<file path="src/scan_report_pkg.sv">
// Constants, register map and types for the analog input scan and reporting block
// Summary of operation
// - Each channel owns one fixed one-word value slot, reserved even when unused.
// - Each enabled channel reports a 32-bit float or a 16-bit integer by format.
// - Integer results sit in the low word; high word holds the sign extension.
// - Result resolution falls from 18 to 12 bits with filter rate and range.
// - Four converters run in parallel; a scan has at most four acquisition cycles.
// - Cycle k converts channels k, k+4, k+8, k+12 that exist on the variant.
// - A cycle whose channels are all disabled is skipped entirely.
// - Channel diagnostics are reported only when the diagnostic area is configured.
// - Each channel owns one fixed one-word diagnostic slot in channel order.
// - A diagnostic bit is 1 while its condition is present and detection enabled.
// - Two module status bits are optionally returned in a 32-bit status word.
// - Terminal block presence is watched; indicator green when present, red absent.
// - Every block removal or insertion on a configured module logs a field fault.
// - Storing a configuration with the block absent logs a loss fault.
// - Module status bit 2 shows the current terminal block presence.
// - Interrupt on a non-reported condition sets its diagnostic bit until next scan.
package scan_report_pkg;
  localparam int NUM_CH = 16;
  localparam int NUM_ADC = 4;
  localparam int CODE_W = 18;
  localparam int ADR_W = 12;
  // Register offsets (byte addresses)
  localparam logic [11:0] OFS_CTRL = 12'h000;
  localparam logic [11:0] OFS_CH_EN = 12'h004;
  localparam logic [11:0] OFS_FMT = 12'h008;
  localparam logic [11:0] OFS_DIAG_EN = 12'h00c;
  localparam logic [11:0] OFS_INT_EN = 12'h010;
  localparam logic [11:0] OFS_CFG_STORE = 12'h014;
  localparam logic [11:0] OFS_IRQ_STAT = 12'h018;
  localparam logic [11:0] OFS_IRQ_MASK = 12'h01c;
  localparam logic [11:0] OFS_MOD_STATUS = 12'h020;
  localparam logic [11:0] OFS_FAULT_LOG = 12'h024;
  // Per-channel windows, 16 words each, selected by address bits 8:6
  localparam logic [2:0] GRP_VAL = 3'h4;
  localparam logic [2:0] GRP_DIAG = 3'h5;
  localparam logic [2:0] GRP_CHCFG = 3'h6;
  // Control bits
  localparam int CTRL_RUN = 0;
  localparam int CTRL_DIAG_AREA = 1;
  localparam int CTRL_STAT_AREA = 2;
  localparam int CTRL_EIGHT = 3;
  // Interrupt status bits
  localparam int IRQ_SCAN = 0;
  localparam int IRQ_LOSS = 1;
  localparam int IRQ_ADD = 2;
  localparam int IRQ_ALARM = 3;
  // Module status bits
  localparam int MS_OK_BIT = 0;
  localparam int MS_TB_BIT = 2;
  // Reset values
  localparam logic [3:0] CTRL_RST = 4'h0;
  localparam logic [15:0] CH_MASK_RST = 16'h0000;
  localparam logic [3:0] IRQ_RST = 4'h0;
  localparam logic [4:0] CHCFG_RST = 5'h00;
  localparam logic [31:0] VAL_RST = 32'h0000_0000;
  localparam logic [7:0] FCNT_RST = 8'h00;
  // Channels present on each variant
  localparam logic [15:0] EXIST_EIGHT = 16'h00ff;
  localparam logic [15:0] EXIST_ALL = 16'hffff;
  localparam logic [1:0] LAST_CYC = 2'h3;
  // Resolution loss: filter codes 8,12,16,40,200,500 Hz; range codes wide, mid, narrow
  localparam logic [2:0] FILT_DROP [0:7] = '{3'h0, 3'h1, 3'h1, 3'h2, 3'h3, 3'h4, 3'h4, 3'h4};
  localparam logic [2:0] RNG_DROP [0:3] = '{3'h0, 3'h1, 3'h2, 3'h2};
  typedef enum logic [2:0]
  {
    S_IDLE = 3'b000,
    S_CHECK = 3'b001,
    S_START = 3'b010,
    S_WAIT = 3'b011,
    S_NEXT = 3'b100
  } scan_state_type;
endpackage

</file>
<file path="src/analog_input_scan_and_reporting.sv">
// Acquisition sequencer, channel value and diagnostic areas, module status and faults
//
// Local design decisions: the Wishbone register port and the register addresses.
`timescale 1ns/1ps
module analog_input_scan_and_reporting
(
  // Clock and reset
  input wire logic clk_sys,
  input wire logic rst,
  // Wishbone slave
  input wire logic wb_cyc_i,
  input wire logic wb_stb_i,
  input wire logic wb_we_i,
  input wire logic [11:0] wb_adr_i,
  input wire logic [3:0] wb_sel_i,
  input wire logic [31:0] wb_dat_i,
  output logic [31:0] wb_dat_o,
  output logic wb_ack_o,
  // Converters
  output logic adc_start,
  output logic [1:0] adc_cycle,
  input wire logic adc_done,
  input wire logic [17:0] adc_code0,
  input wire logic [17:0] adc_code1,
  input wire logic [17:0] adc_code2,
  input wire logic [17:0] adc_code3,
  input wire logic [31:0] adc_float0,
  input wire logic [31:0] adc_float1,
  input wire logic [31:0] adc_float2,
  input wire logic [31:0] adc_float3,
  // Channel conditions and terminal block
  input wire logic [15:0] cond_present,
  input wire logic terminal_block_present,
  output logic led_green,
  output logic led_red,
  // Field fault log
  output logic fault_log_stb,
  output logic fault_log_add,
  // Interrupt
  output logic irq
);
  logic [31:0] wb_dat_ff;
  logic ack_ff;
  logic [3:0] ctrl_ff;
  logic [15:0] ch_en_ff;
  logic [15:0] fmt_ff;
  logic [15:0] diag_en_ff;
  logic [15:0] int_en_ff;
  logic [3:0] irq_stat_ff;
  logic [3:0] irq_mask_ff;
  logic irq_ff;
  logic [4:0] chcfg_ff [0:15];
  logic [31:0] val_ff [0:15];
  logic [15:0] intdiag_ff;
  logic [15:0] cond_prev_ff;
  logic configured_ff;
  logic tb_prev_ff;
  logic led_green_ff;
  logic led_red_ff;
  logic fault_stb_ff;
  logic fault_add_ff;
  logic [7:0] fault_cnt_ff;
  logic adc_start_ff;
  logic [1:0] adc_cycle_ff;
  logic [1:0] cyc_ff;
  scan_report_pkg::scan_state_type st_ff;
  scan_report_pkg::scan_state_type nxt_st;
  logic [1:0] nxt_cyc;

  // Bus decode
  wire req = wb_cyc_i & wb_stb_i & ~ack_ff;
  wire wr = req & wb_we_i;
  wire [3:0] ch_idx = wb_adr_i[5:2];
  wire in_win = (wb_adr_i[11:9] == 3'h0);
  wire sel_val = in_win & (wb_adr_i[8:6] == scan_report_pkg::GRP_VAL);
  wire sel_diag = in_win & (wb_adr_i[8:6] == scan_report_pkg::GRP_DIAG);
  wire sel_chcfg = in_win & (wb_adr_i[8:6] == scan_report_pkg::GRP_CHCFG);
  wire hit_ctrl = (wb_adr_i == scan_report_pkg::OFS_CTRL);
  wire hit_ch_en = (wb_adr_i == scan_report_pkg::OFS_CH_EN);
  wire hit_fmt = (wb_adr_i == scan_report_pkg::OFS_FMT);
  wire hit_diag_en = (wb_adr_i == scan_report_pkg::OFS_DIAG_EN);
  wire hit_int_en = (wb_adr_i == scan_report_pkg::OFS_INT_EN);
  wire hit_store = (wb_adr_i == scan_report_pkg::OFS_CFG_STORE);
  wire hit_stat = (wb_adr_i == scan_report_pkg::OFS_IRQ_STAT);
  wire hit_mask = (wb_adr_i == scan_report_pkg::OFS_IRQ_MASK);
  wire hit_mod = (wb_adr_i == scan_report_pkg::OFS_MOD_STATUS);
  wire hit_fault = (wb_adr_i == scan_report_pkg::OFS_FAULT_LOG);
  wire [31:0] lane_mask = {{8{wb_sel_i[3]}}, {8{wb_sel_i[2]}}, {8{wb_sel_i[1]}}, {8{wb_sel_i[0]}}};
  wire store_we = wr & hit_store & wb_sel_i[0] & wb_dat_i[0];

  // Channel existence and cycle membership
  wire [15:0] exist = ctrl_ff[scan_report_pkg::CTRL_EIGHT] ?
    scan_report_pkg::EXIST_EIGHT : scan_report_pkg::EXIST_ALL;
  wire [15:0] act_ch = ch_en_ff & exist;
  wire [3:0] cyc_act;
  genvar gk;
  generate
    for (gk = 0; gk < 4; gk++)
    begin : g_cyc
      assign cyc_act[gk] = act_ch[gk] | act_ch[gk + 4] | act_ch[gk + 8] | act_ch[gk + 12];
    end
  endgenerate

  // Parallel converter lanes
  wire [17:0] code_arr [0:3];
  wire [31:0] flt_arr [0:3];
  wire [31:0] slot_arr [0:3];
  wire [3:0] lane_ch [0:3];
  assign code_arr[0] = adc_code0;
  assign code_arr[1] = adc_code1;
  assign code_arr[2] = adc_code2;
  assign code_arr[3] = adc_code3;
  assign flt_arr[0] = adc_float0;
  assign flt_arr[1] = adc_float1;
  assign flt_arr[2] = adc_float2;
  assign flt_arr[3] = adc_float3;
  genvar gl;
  generate
    for (gl = 0; gl < scan_report_pkg::NUM_ADC; gl++)
    begin : g_lane
      assign lane_ch[gl] = {2'(gl), cyc_ff};
      slot_packer u_pack
      (
        .code(code_arr[gl]),
        .flt(flt_arr[gl]),
        .int_fmt(fmt_ff[lane_ch[gl]]),
        .filt(chcfg_ff[lane_ch[gl]][2:0]),
        .rng(chcfg_ff[lane_ch[gl]][4:3]),
        .slot(slot_arr[gl])
      );
    end
  endgenerate

  // Diagnostics
  wire [15:0] cond_rise = cond_present & ~cond_prev_ff;
  wire [15:0] int_set = cond_rise & int_en_ff & ~diag_en_ff;
  wire [15:0] diag_bits = (cond_present & diag_en_ff) | intdiag_ff;
  wire scan_start = (st_ff == scan_report_pkg::S_IDLE) & ctrl_ff[scan_report_pkg::CTRL_RUN];
  wire scan_done = (st_ff == scan_report_pkg::S_NEXT) & (cyc_ff == scan_report_pkg::LAST_CYC);

  // Terminal block events; an edge and a store in one cycle give one entry
  wire tb_edge = configured_ff & (tb_prev_ff != terminal_block_present);
  wire store_loss = store_we & ~terminal_block_present;
  wire log_evt = tb_edge | store_loss;

  // Interrupt status: a new event wins over a clear in the same cycle
  wire [3:0] irq_set = {|(cond_rise & int_en_ff), tb_edge & terminal_block_present,
    log_evt & ~terminal_block_present, scan_done};
  wire [3:0] irq_clr = (wr & hit_stat & wb_sel_i[0]) ? wb_dat_i[3:0] : 4'h0;
  wire [3:0] nxt_irq_stat = (irq_stat_ff & ~irq_clr) | irq_set;

  // Read mux
  wire [31:0] mod_status = ctrl_ff[scan_report_pkg::CTRL_STAT_AREA] ?
    ({29'h0, terminal_block_present, 1'b0, configured_ff}) : 32'h0;
  wire [31:0] diag_word = ctrl_ff[scan_report_pkg::CTRL_DIAG_AREA] ?
    {31'h0, diag_bits[ch_idx]} : 32'h0;
  wire [31:0] rd_data =
    sel_val ? val_ff[ch_idx] :
    sel_diag ? diag_word :
    sel_chcfg ? {27'h0, chcfg_ff[ch_idx]} :
    hit_ctrl ? {28'h0, ctrl_ff} :
    hit_ch_en ? {16'h0, ch_en_ff} :
    hit_fmt ? {16'h0, fmt_ff} :
    hit_diag_en ? {16'h0, diag_en_ff} :
    hit_int_en ? {16'h0, int_en_ff} :
    hit_stat ? {28'h0, irq_stat_ff} :
    hit_mask ? {28'h0, irq_mask_ff} :
    hit_mod ? mod_status :
    hit_fault ? {16'h0, fault_cnt_ff, 7'h0, fault_add_ff} :
    32'h0;

  // Sequencer next state
  always_comb
  begin
    nxt_st = st_ff;
    nxt_cyc = cyc_ff;
    case (st_ff)
      scan_report_pkg::S_IDLE:
      begin
        nxt_cyc = 2'h0;
        if (ctrl_ff[scan_report_pkg::CTRL_RUN])
          nxt_st = scan_report_pkg::S_CHECK;
      end
      scan_report_pkg::S_CHECK:
        nxt_st = cyc_act[cyc_ff] ? scan_report_pkg::S_START : scan_report_pkg::S_NEXT;
      scan_report_pkg::S_START:
        nxt_st = scan_report_pkg::S_WAIT;
      scan_report_pkg::S_WAIT:
        if (adc_done)
          nxt_st = scan_report_pkg::S_NEXT;
      scan_report_pkg::S_NEXT:
      begin
        if (cyc_ff == scan_report_pkg::LAST_CYC)
          nxt_st = scan_report_pkg::S_IDLE;
        else
        begin
          nxt_cyc = cyc_ff + 2'h1;
          nxt_st = scan_report_pkg::S_CHECK;
        end
      end
      default:
        nxt_st = scan_report_pkg::S_IDLE;
    endcase
  end

  wire nxt_start = (st_ff == scan_report_pkg::S_CHECK) & cyc_act[cyc_ff];

  always_ff @(posedge clk_sys or posedge rst)
  begin
    if (rst)
    begin
      st_ff <= scan_report_pkg::S_IDLE;
      cyc_ff <= 2'h0;
      adc_start_ff <= 1'b0;
      adc_cycle_ff <= 2'h0;
    end
    else
    begin
      st_ff <= nxt_st;
      cyc_ff <= nxt_cyc;
      adc_start_ff <= nxt_start;
      if (nxt_start)
        adc_cycle_ff <= cyc_ff;
    end
  end

  // Result capture; disabled or absent channels keep their slot untouched
  always_ff @(posedge clk_sys or posedge rst)
  begin
    if (rst)
    begin
      for (int i = 0; i < scan_report_pkg::NUM_CH; i++)
        val_ff[i] <= scan_report_pkg::VAL_RST;
    end
    else if ((st_ff == scan_report_pkg::S_WAIT) && adc_done)
    begin
      for (int j = 0; j < scan_report_pkg::NUM_ADC; j++)
        if (act_ch[lane_ch[j]])
          val_ff[lane_ch[j]] <= slot_arr[j];
    end
  end

  // Bus slave and configuration registers
  always_ff @(posedge clk_sys or posedge rst)
  begin
    if (rst)
    begin
      ack_ff <= 1'b0;
      wb_dat_ff <= 32'h0;
      ctrl_ff <= scan_report_pkg::CTRL_RST;
      ch_en_ff <= scan_report_pkg::CH_MASK_RST;
      fmt_ff <= scan_report_pkg::CH_MASK_RST;
      diag_en_ff <= scan_report_pkg::CH_MASK_RST;
      int_en_ff <= scan_report_pkg::CH_MASK_RST;
      irq_mask_ff <= scan_report_pkg::IRQ_RST;
      for (int i = 0; i < scan_report_pkg::NUM_CH; i++)
        chcfg_ff[i] <= scan_report_pkg::CHCFG_RST;
    end
    else
    begin
      ack_ff <= req;
      if (req)
        wb_dat_ff <= rd_data;
      if (wr & hit_ctrl)
        ctrl_ff <= (ctrl_ff & ~lane_mask[3:0]) | (wb_dat_i[3:0] & lane_mask[3:0]);
      if (wr & hit_ch_en)
        ch_en_ff <= (ch_en_ff & ~lane_mask[15:0]) | (wb_dat_i[15:0] & lane_mask[15:0]);
      if (wr & hit_fmt)
        fmt_ff <= (fmt_ff & ~lane_mask[15:0]) | (wb_dat_i[15:0] & lane_mask[15:0]);
      if (wr & hit_diag_en)
        diag_en_ff <= (diag_en_ff & ~lane_mask[15:0]) | (wb_dat_i[15:0] & lane_mask[15:0]);
      if (wr & hit_int_en)
        int_en_ff <= (int_en_ff & ~lane_mask[15:0]) | (wb_dat_i[15:0] & lane_mask[15:0]);
      if (wr & hit_mask & wb_sel_i[0])
        irq_mask_ff <= wb_dat_i[3:0];
      if (wr & sel_chcfg & wb_sel_i[0])
        chcfg_ff[ch_idx] <= wb_dat_i[4:0];
    end
  end

  // Events, diagnostics, terminal block and interrupt
  always_ff @(posedge clk_sys or posedge rst)
  begin
    if (rst)
    begin
      irq_stat_ff <= scan_report_pkg::IRQ_RST;
      irq_ff <= 1'b0;
      cond_prev_ff <= scan_report_pkg::CH_MASK_RST;
      intdiag_ff <= scan_report_pkg::CH_MASK_RST;
      configured_ff <= 1'b0;
      tb_prev_ff <= 1'b0;
      led_green_ff <= 1'b0;
      led_red_ff <= 1'b0;
      fault_stb_ff <= 1'b0;
      fault_add_ff <= 1'b0;
      fault_cnt_ff <= scan_report_pkg::FCNT_RST;
    end
    else
    begin
      irq_stat_ff <= nxt_irq_stat;
      irq_ff <= |(irq_stat_ff & irq_mask_ff);
      cond_prev_ff <= cond_present;
      // Set wins so an interrupt in the scan start cycle is still seen
      intdiag_ff <= (scan_start ? 16'h0 : intdiag_ff) | int_set;
      if (store_we)
        configured_ff <= 1'b1;
      tb_prev_ff <= terminal_block_present;
      led_green_ff <= terminal_block_present;
      led_red_ff <= ~terminal_block_present;
      fault_stb_ff <= log_evt;
      if (log_evt)
      begin
        fault_add_ff <= terminal_block_present;
        fault_cnt_ff <= fault_cnt_ff + 8'h01;
      end
    end
  end

  assign wb_dat_o = wb_dat_ff;
  assign wb_ack_o = ack_ff;
  assign adc_start = adc_start_ff;
  assign adc_cycle = adc_cycle_ff;
  assign led_green = led_green_ff;
  assign led_red = led_red_ff;
  assign fault_log_stb = fault_stb_ff;
  assign fault_log_add = fault_add_ff;
  assign irq = irq_ff;
endmodule

</file>
<file path="src/slot_packer.sv">
// One converter lane: resolution trimming and value slot packing
`timescale 1ns/1ps
module slot_packer
(
  // Converter result
  input wire logic [17:0] code,
  input wire logic [31:0] flt,
  // Channel configuration
  input wire logic int_fmt,
  input wire logic [2:0] filt,
  input wire logic [1:0] rng,
  // Packed slot
  output logic [31:0] slot
);
  wire [2:0] drop;
  wire [17:0] keep_mask;
  wire [17:0] code_trim;
  wire [15:0] int_val;

  assign drop = scan_report_pkg::FILT_DROP[filt] + scan_report_pkg::RNG_DROP[rng];
  assign keep_mask = ~((18'h00001 << drop) - 18'h00001);
  assign code_trim = code & keep_mask;
  assign int_val = code_trim[17:2];
  // Sign extension lets software read the integer as a 32-bit value
  assign slot = int_fmt ? {{16{int_val[15]}}, int_val} : flt;
endmodule
</file>
<file path="config.mk">
export PLATFORM = sky130hd
export DESIGN_NAME = analog_input_scan_and_reporting
export DESIGN_NICKNAME = d
export VERILOG_FILES = /design/src/scan_report_pkg.sv /design/src/analog_input_scan_and_reporting.sv /design/src/slot_packer.sv
export SDC_FILE = /design/constraint.sdc
export NUM_CORES = 2
export LEC_CHECK = 0
export BUFFER_PORTS_ARGS = -buffer_cell sky130_fd_sc_hd__buf_2
export CAP_MARGIN = 20
export CORE_ASPECT_RATIO = 0.7
export CORE_MARGIN = 4
export CORE_UTILIZATION = 30
export DETAILED_ROUTE_END_ITERATION = 16
export GPL_TIMING_DRIVEN = 0
export PLACE_DENSITY_LB_ADDON = 0.2
export SLEW_MARGIN = 40
export SYNTH_ARGS = -nofsm -noshare
export SYNTH_HDL_FRONTEND = slang
export SYNTH_SLANG_ARGS = --single-unit
export TNS_END_PERCENT = 30
</file>
<file path="constraint.sdc">
create_clock -name clk_sys -period 21.6 [get_ports clk_sys]
set_clock_uncertainty 0.15 [all_clocks]
set_input_delay 1.08 -clock clk_sys [delete_from_list [all_inputs] [get_ports clk_sys]]
set_output_delay 1.08 -clock clk_sys [all_outputs]
set_load 0.01 [all_outputs]
</file>
## After elaboration in Yosys (flattened, before gate mapping)

Memories as Yosys holds them, arrays and structs flattened.
Cells that the tools add are included.

- Bits in registers: 755
- Memory bits (read-only): 96
- Output and inout bits: 41
- Word-level logic and storage cells: 329
- Memories kept: 4

Memory list:

| name | depth | bits a word | read ports | clocked after Yosys merged registers in | wr ports | RTL line | text |
|---|---|---|---|---|---|---|---|
| (no name shown) | 8 | 3 | 1 | 0 | 0 | slot_packer.sv:20 | `assign drop = scan_report_pkg::FILT_DROP[filt] + scan_report_pkg::RNG_DROP[rng];` |
| (no name shown) | 8 | 3 | 1 | 0 | 0 | slot_packer.sv:20 |  |
| (no name shown) | 8 | 3 | 1 | 0 | 0 | slot_packer.sv:20 |  |
| (no name shown) | 8 | 3 | 1 | 0 | 0 | slot_packer.sv:20 |  |

- Add/subtract/negate cells: 10
- Magnitude comparators: 24
- Equal/unequal tests: 21
- Shifts and indexed selects: 4
- Mux-type cells: 108
- Bitwise operators: 90
- Reductions and logical operators: 14

Operator list:

| kind | number |
|---|---|
| 512-bit two-way mux | 7 |
| 512-bit bitwise mux | 4 |
| 32-bit demux with 4-bit select | 4 |
| 32-bit two-way mux | 11 |
| 16-bit two-way mux | 13 |
| 16-bit bitwise AND | 10 |
| 32-bit binary-select mux with 4-bit select | 1 |
| 5-bit binary-select mux with 4-bit select | 5 |
| 16-bit bitwise OR | 6 |
| 80-bit bitwise mux | 1 |
| 18-bit bitwise AND | 4 |
| 18-bit NOT | 4 |
| 1-bit by 3-bit << shifter with 18-bit output, first input constant | 4 |
| 18-bit by 1-bit subtractor with 18-bit output, second input constant | 4 |
| 3-bit two-way mux | 20 |
| 5-bit two-way mux | 11 |
| 12-bit by 5-bit == test with 1-bit output, second input constant | 4 |
| 16-bit NOT | 3 |
| 1-bit bitwise AND | 27 |
| 5-bit greater-or-equal comparator, second input constant | 5 |
| 5-bit by 1-bit < comparator with 1-bit output, second input constant | 5 |
| 3-bit binary-select mux with 2-bit select | 4 |
| 12-bit by 4-bit == test with 1-bit output, second input constant | 2 |
| 12-bit by 6-bit == test with 1-bit output, second input constant | 2 |
| other kinds (41) | 110 |

## Depth between registers and ports, before layout

- Word-level depth: 25
- Depth in mapped cells: 15
- Mapped depth without buffers: 11

## Modules after synthesis

From an unflattened synthesis, not the netlist that was laid out.

- Cells, all modules: 2490
- Area, all modules: 36637.6 um^2

Modules (own cells, without submodules):

| module | times used | cells an instance | area an instance (um^2) | seq. area each (um^2) |
|---|---|---|---|---|
| analog_input_scan_and_reporting | 1 | 2174 | 34450.5 | 18893.1 |
| slot_packer | 4 | 79 | 546.8 | 0.0 |

## Least setup slack after synthesis

OpenSTA, ideal clock, no wires.

- Path kind: reg-to-reg
- Start: register cyc_ff[0]
- End: register val_ff[162] (netlist bit)
- Arrival: 3.614 ns
- Setup slack: 17.704 ns
- Cell stages (with the launch flop): 15
- Buffers on the path: 4
- Cells stage by stage: dfrtp_1 buf_2 buf_6 buf_4 buf_2 mux4_2 inv_1 ha_1 mux2_2 ha_1 fa_1 xnor2_2 o21ai_1 a31oi_1 o21ai_1

- Cells in the longest elaborated chain, start to end: 25
- Elaborated cells on any way between the ends: 119
- Those cells by class: add/sub: 8; order compare: 8; shift: 4; mux: 71; bitwise: 20; reduce/logical: 4; memory: 4

RTL lines:

| item | RTL line | text |
|---|---|---|
| from (decl) | analog_input_scan_and_reporting.sv:65 | `logic [1:0] cyc_ff;` |
| from (signal assigned) | analog_input_scan_and_reporting.sv:220 | `cyc_ff <= nxt_cyc;` |
| 2-bit NOT with 5-bit output (implied by the code) | analog_input_scan_and_reporting.sv:127, analog_input_scan_and_reporting.sv:128, analog_input_scan_and_reporting.sv:239 |  |
| 5-bit binary-select mux with 4-bit select | analog_input_scan_and_reporting.sv:127, analog_input_scan_and_reporting.sv:128 |  |
| 5-bit two-way mux (implied by the code) (2 in series) | analog_input_scan_and_reporting.sv:128 | `.rng(chcfg_ff[lane_ch[gl]][4:3]),` |
| 3-bit NOT with 4-bit output (implied by the code) or 2-bit NOT with 3-bit output (tied branches) | slot_packer.sv:20 |  |
| memory 8 x 3 bit or 3-bit binary-select mux with 2-bit select (tied branches) | n/a |  |
| 3-bit two-way mux (implied by the code) (2 in series) | slot_packer.sv:20 |  |
| 3-bit adder | slot_packer.sv:20 |  |
| 1-bit by 3-bit << shifter with 18-bit output | slot_packer.sv:21 | `assign keep_mask = ~((18'h00001 << drop) - 18'h00001);` |
| [... 7 more ...] | n/a |  |
| 512-bit bitwise mux | analog_input_scan_and_reporting.sv:239 | `val_ff[lane_ch[j]] <= slot_arr[j];` |
| 512-bit two-way mux | analog_input_scan_and_reporting.sv:238 | `if (act_ch[lane_ch[j]])` |
| 512-bit two-way mux | analog_input_scan_and_reporting.sv:235 | `else if ((st_ff == scan_report_pkg::S_WAIT) && adc_done)` |
| 512-bit bitwise mux | analog_input_scan_and_reporting.sv:239 |  |
| 512-bit two-way mux | analog_input_scan_and_reporting.sv:238 |  |
| 512-bit two-way mux | analog_input_scan_and_reporting.sv:235 |  |
| 512-bit bitwise mux | analog_input_scan_and_reporting.sv:239 |  |
| 512-bit two-way mux (*) | analog_input_scan_and_reporting.sv:238 |  |
| to (signal, indexed assignment) | analog_input_scan_and_reporting.sv:233 | `val_ff[i] <= scan_report_pkg::VAL_RST;` |
| to (signal, indexed assignment) | analog_input_scan_and_reporting.sv:239 |  |
| to (decl) | analog_input_scan_and_reporting.sv:53 | `logic [31:0] val_ff [0:15];` |

Mark *: on every way between the ends. The rest lies on a longest branch, timed or not. The select of a mux whose other input is x is not followed.
A chain may end at the register's enable or synchronous reset.

## Worst setup path in the final report

- Start: register cyc_ff[0]
- End: register val_ff[450] (netlist bit)

Same word-level chain as after synthesis.

==> results by group <==
Run status
  – Status: finished clean

Detailed routing
  – Routed len/inst: 26.1 um
  – Vias per cell: 5.34
  – Initial DRC Count: 2,519
  – Detailed-route DRC error count: 0
  – Met3 wire len: 9.91 mm
  – Antenna Nets Post-Route: 0
  – Vias: 27,200
  – Top Layer Used: met5
  – Met1 WL: 62.3 mm
  – Met2 wire len: 56.2 mm
  – DRT Wirelength: 133 mm
  – DRT Pass-1 Iters: 6

Finish
  – Post-route insts no fill: 5,091
  – Area delta synth->final: 20.1%
  – Share of cells above drive strength 1: 26.3%
  – Post-layout util: 36.3%
  – Fin nets: 3,771
  – Commonest cells after routing, fill and taps aside: 755 x dfrtp_1, 648 x nand2_1, 415 x o21ai_0
  – Commonest non-fill, non-tap cell in the layout: dfrtp_1

STA
  – Max Fclk: 0.195 GHz
  – Setup violators final: 0
  – Period utilization: 23.8%
  – Final setup margin: 16.47 ns
  – Fin crit period: 5.13 ns
  – Fin Setup TNS: 0 ns
  – Slew Viols, Final: 0
  – Slew HR: 37.9%
  – Final hold vios: 0
  – Worst-margin pin slew: 0.905 ns
  – Unrepaired setup endpoints after global routing: no

GRT
  – Grt total ovfl: 0
  – Antenna violations before repair: 21
  – GR Util All Layers: 21.2%
  – First-pass GRT wire length: 191 mm
  – Pin count of the biggest net entering global routing: 26
  – Number of global-route vias before repair: 26,800

Logic synthesis
  – Cells after Synth: 3,069
  – Synth Register Bits: 755
  – Post-synth top area share: 53.4%
  – Yosys cell types: 69
  – Asr flop ratio synth: 100%
  – Synth Cell Area: 35,400 um^2
  – Synth warn: 0
  – Ys flop type: dfrtp_1
  – Number of flops mapped to enable cells by yosys: 0
  – Sequential share of the synthesized area: 53.4%
  – Cell taking the most area after synthesis: dfrtp_1
  – Post-synth net total: 3,365
  – Mean Syn Cell Area: 11.5 um^2
  – Top cells by area, synth: dfrtp_1 53%, mux4_2 13%, nand2_1 6.9%, o21ai_0 5.9%, mux2_2 4.4%

Clock network
  – CTS root buffer: clkbuf_16
  – Total CTS buffers: 83
  – Clk sinks: 755
  – Clock transition at path regs: 0.06 ns
  – Setup bufs post-CTS: 0
  – Post-CTS sizing: 0
  – Worst-skew pair later-pin latency: 0.68 ns
  – H-tree depth: 3
  – CTS tree: done
  – CTS Hold Bufs: 0
  – Max Buffers Root-to-Sink: 3

Worst setup path
  – Slowest stage delay, CP: 0.63 ns
  – Critical path type: reg2reg
  – CP required: 21.96 ns
  – Nature of the critical path startpoint: flop
  – Top Family by Delay on Critical Path: buffers and inverters
  – Worst path arrival time: 5.49 ns
  – Worst R2R Path Depth: 14
  – Setup crit end kind: flop
  – Crit Path Max Fanout: 10
  – Buf/Inv on CP: 5
  – CP max-delay cell: mux4_2
  – Stages on worst setup path: 14
  – Critical-path cell list: buf_2 -> buf_6 -> buf_4 -> buf_2 -> mux4_2 -> inv_1 -> ha_1 -> mux2_2 -> ha_1 -> fa_1 -> xnor2_2 -> o21ai_0 -> a31oi_1 -> o21ai_0

Placed design
  – Post-DP HPWL: 102 mm
  – GPL Wtd Cong: 0.908
  – Placed cell count: 4,941
  – Place WS: 16.23 ns
  – PortBufs: 283

Floorplanning
  – Number of cell rows: 105
  – Die W: 419 um
  – Die footprint: 124,000 um^2
  – Core ar.: 117,000 um^2
  – Initial Util: 30.2%
  – IO Pins: 312
  – Chip Height: 295 um

Run
  – Max-cap violations: 0

Pwr
  – Worst VDD drop: 0.0508 mV
  – Total power divided by cell area: 73.3 nW/um^2
  – Leakage: 19.0 nW

Worst hold path
  – Hold crit path type: in2async
[Yosys cell counts (4+ instances only)]
library cell,count
xnor2_2,4
nor2_1,39
buf_1,7
clkbuf_1,116
o21ai_0,415
ha_1,21
inv_1,24
mux2_1,24
fa_1,4
a21oi_1,128
nand2_2,6
a22oi_1,27
o22ai_1,11
a221o_1,4
a22o_1,17
nand3_1,19
dfrtp_1,755
o311ai_1,7
a31oi_1,11
and3_1,7
and2_1,11
nand3b_1,16
buf_4,18
mux2i_1,59
nand4_2,5
buf_6,12
nor2b_1,26
buf_2,57
nand4_1,9
xnor2_1,5
mux2i_2,4
nand2_1,648
mux4_2,206
nand2b_1,7
o211ai_1,5
o21ai_1,136
mux2_2,137
nor3_1,12
[per-stage QoR]
step	instance area, um^2	hold WS (ns)	total power, mW
2_1_floorplan	35400	0.281	1.55
3_3_place_gp	38800	0.301	1.66
3_5_place_dp	39700	0.310	1.67
4_1_cts	42500	0.224	3.14
5_1_grt	42500	0.254	3.22
6_report	42500	0.241	3.12
[report_power, final]
part	switching (mW)	internal, mW	leakage (nW)
logic	0.154	0.0714	7.26
clock network	0.614	0.859	1.38
registers	0.00294	1.42	10.4
total	0.771	2.35	19.0
[sequential cells by signal, summed over array words and instances (netlist names), named ones only]
signal / flops
led_red: 1
intdiag_ff: 16
wb_dat_o: 32
adc_start: 1
val_ff: 512
irq: 1
fault_log_add: 1
irq_stat_ff: 4
fault_log_stb: 1
st_ff: 3
cond_prev_ff: 16
irq_mask_ff: 4
adc_cycle: 2
chcfg_ff: 80
wb_ack_o: 1
fault_cnt_ff: 8
configured_ff: 1
led_green: 1
cyc_ff: 2
[worst reg2reg max path, stage by stage, from the launching register on]
cell and delay (ns):
dfrtp_1 0.40, buf_2 0.21, buf_6 0.27, buf_4 0.31, buf_2 0.44, mux4_2 0.63, inv_1 0.11, ha_1 0.23
mux2_2 0.26, ha_1 0.22, fa_1 0.47, xnor2_2 0.27, o21ai_0 0.30, a31oi_1 0.53, o21ai_0 0.16
[final timing paths]
path                                 start            end  slack, ns
hold / removal                         rst    val_ff[440]       0.24
max in group asynchronous              rst     val_ff[38]      19.25
setup reg to reg                 cyc_ff[0]    val_ff[450]      16.47
hold reg to reg            cond_prev_ff[4]  intdiag_ff[4]       0.31
setup / recovery                 cyc_ff[0]    val_ff[450]      16.47
min in group clk_sys       cond_prev_ff[4]  intdiag_ff[4]       0.31
[final cells by class]
class                      count  area, um^2
tap                         1551        1940
multi-input combinational   2079       15400
sequential                   755       18900
inverter                      25        97.6
buffer                       210        1030
clock inverter                26         387
fill                       11700       74700
clock buffer                 118        2400
timing repair buffer         321        2330
antenna                        6        15.0
[per-layer routing]
metal  global-route usage (%)  vias up
li1                         -    11900
met1                     31.8    14200
met2                     30.6      944
met3                     4.80      183
met4                     6.47        4
met5                        0        -
[cells by family after synthesis]
| kind of cell | synth area share [%] |
|---|---|
| AND/OR/NAND/NOR | 10.1 |
| AO/OA/AOI/OAI | 12.0 |
| flip-flops | 53.4 |
| multiplexers | 20.1 |
| buffers and inverters | 3.14 |
| adder cells (fa/ha/maj) | 0.968 |
| XOR/XNOR | 0.382 |
Power figures use the tool's default switching activity.
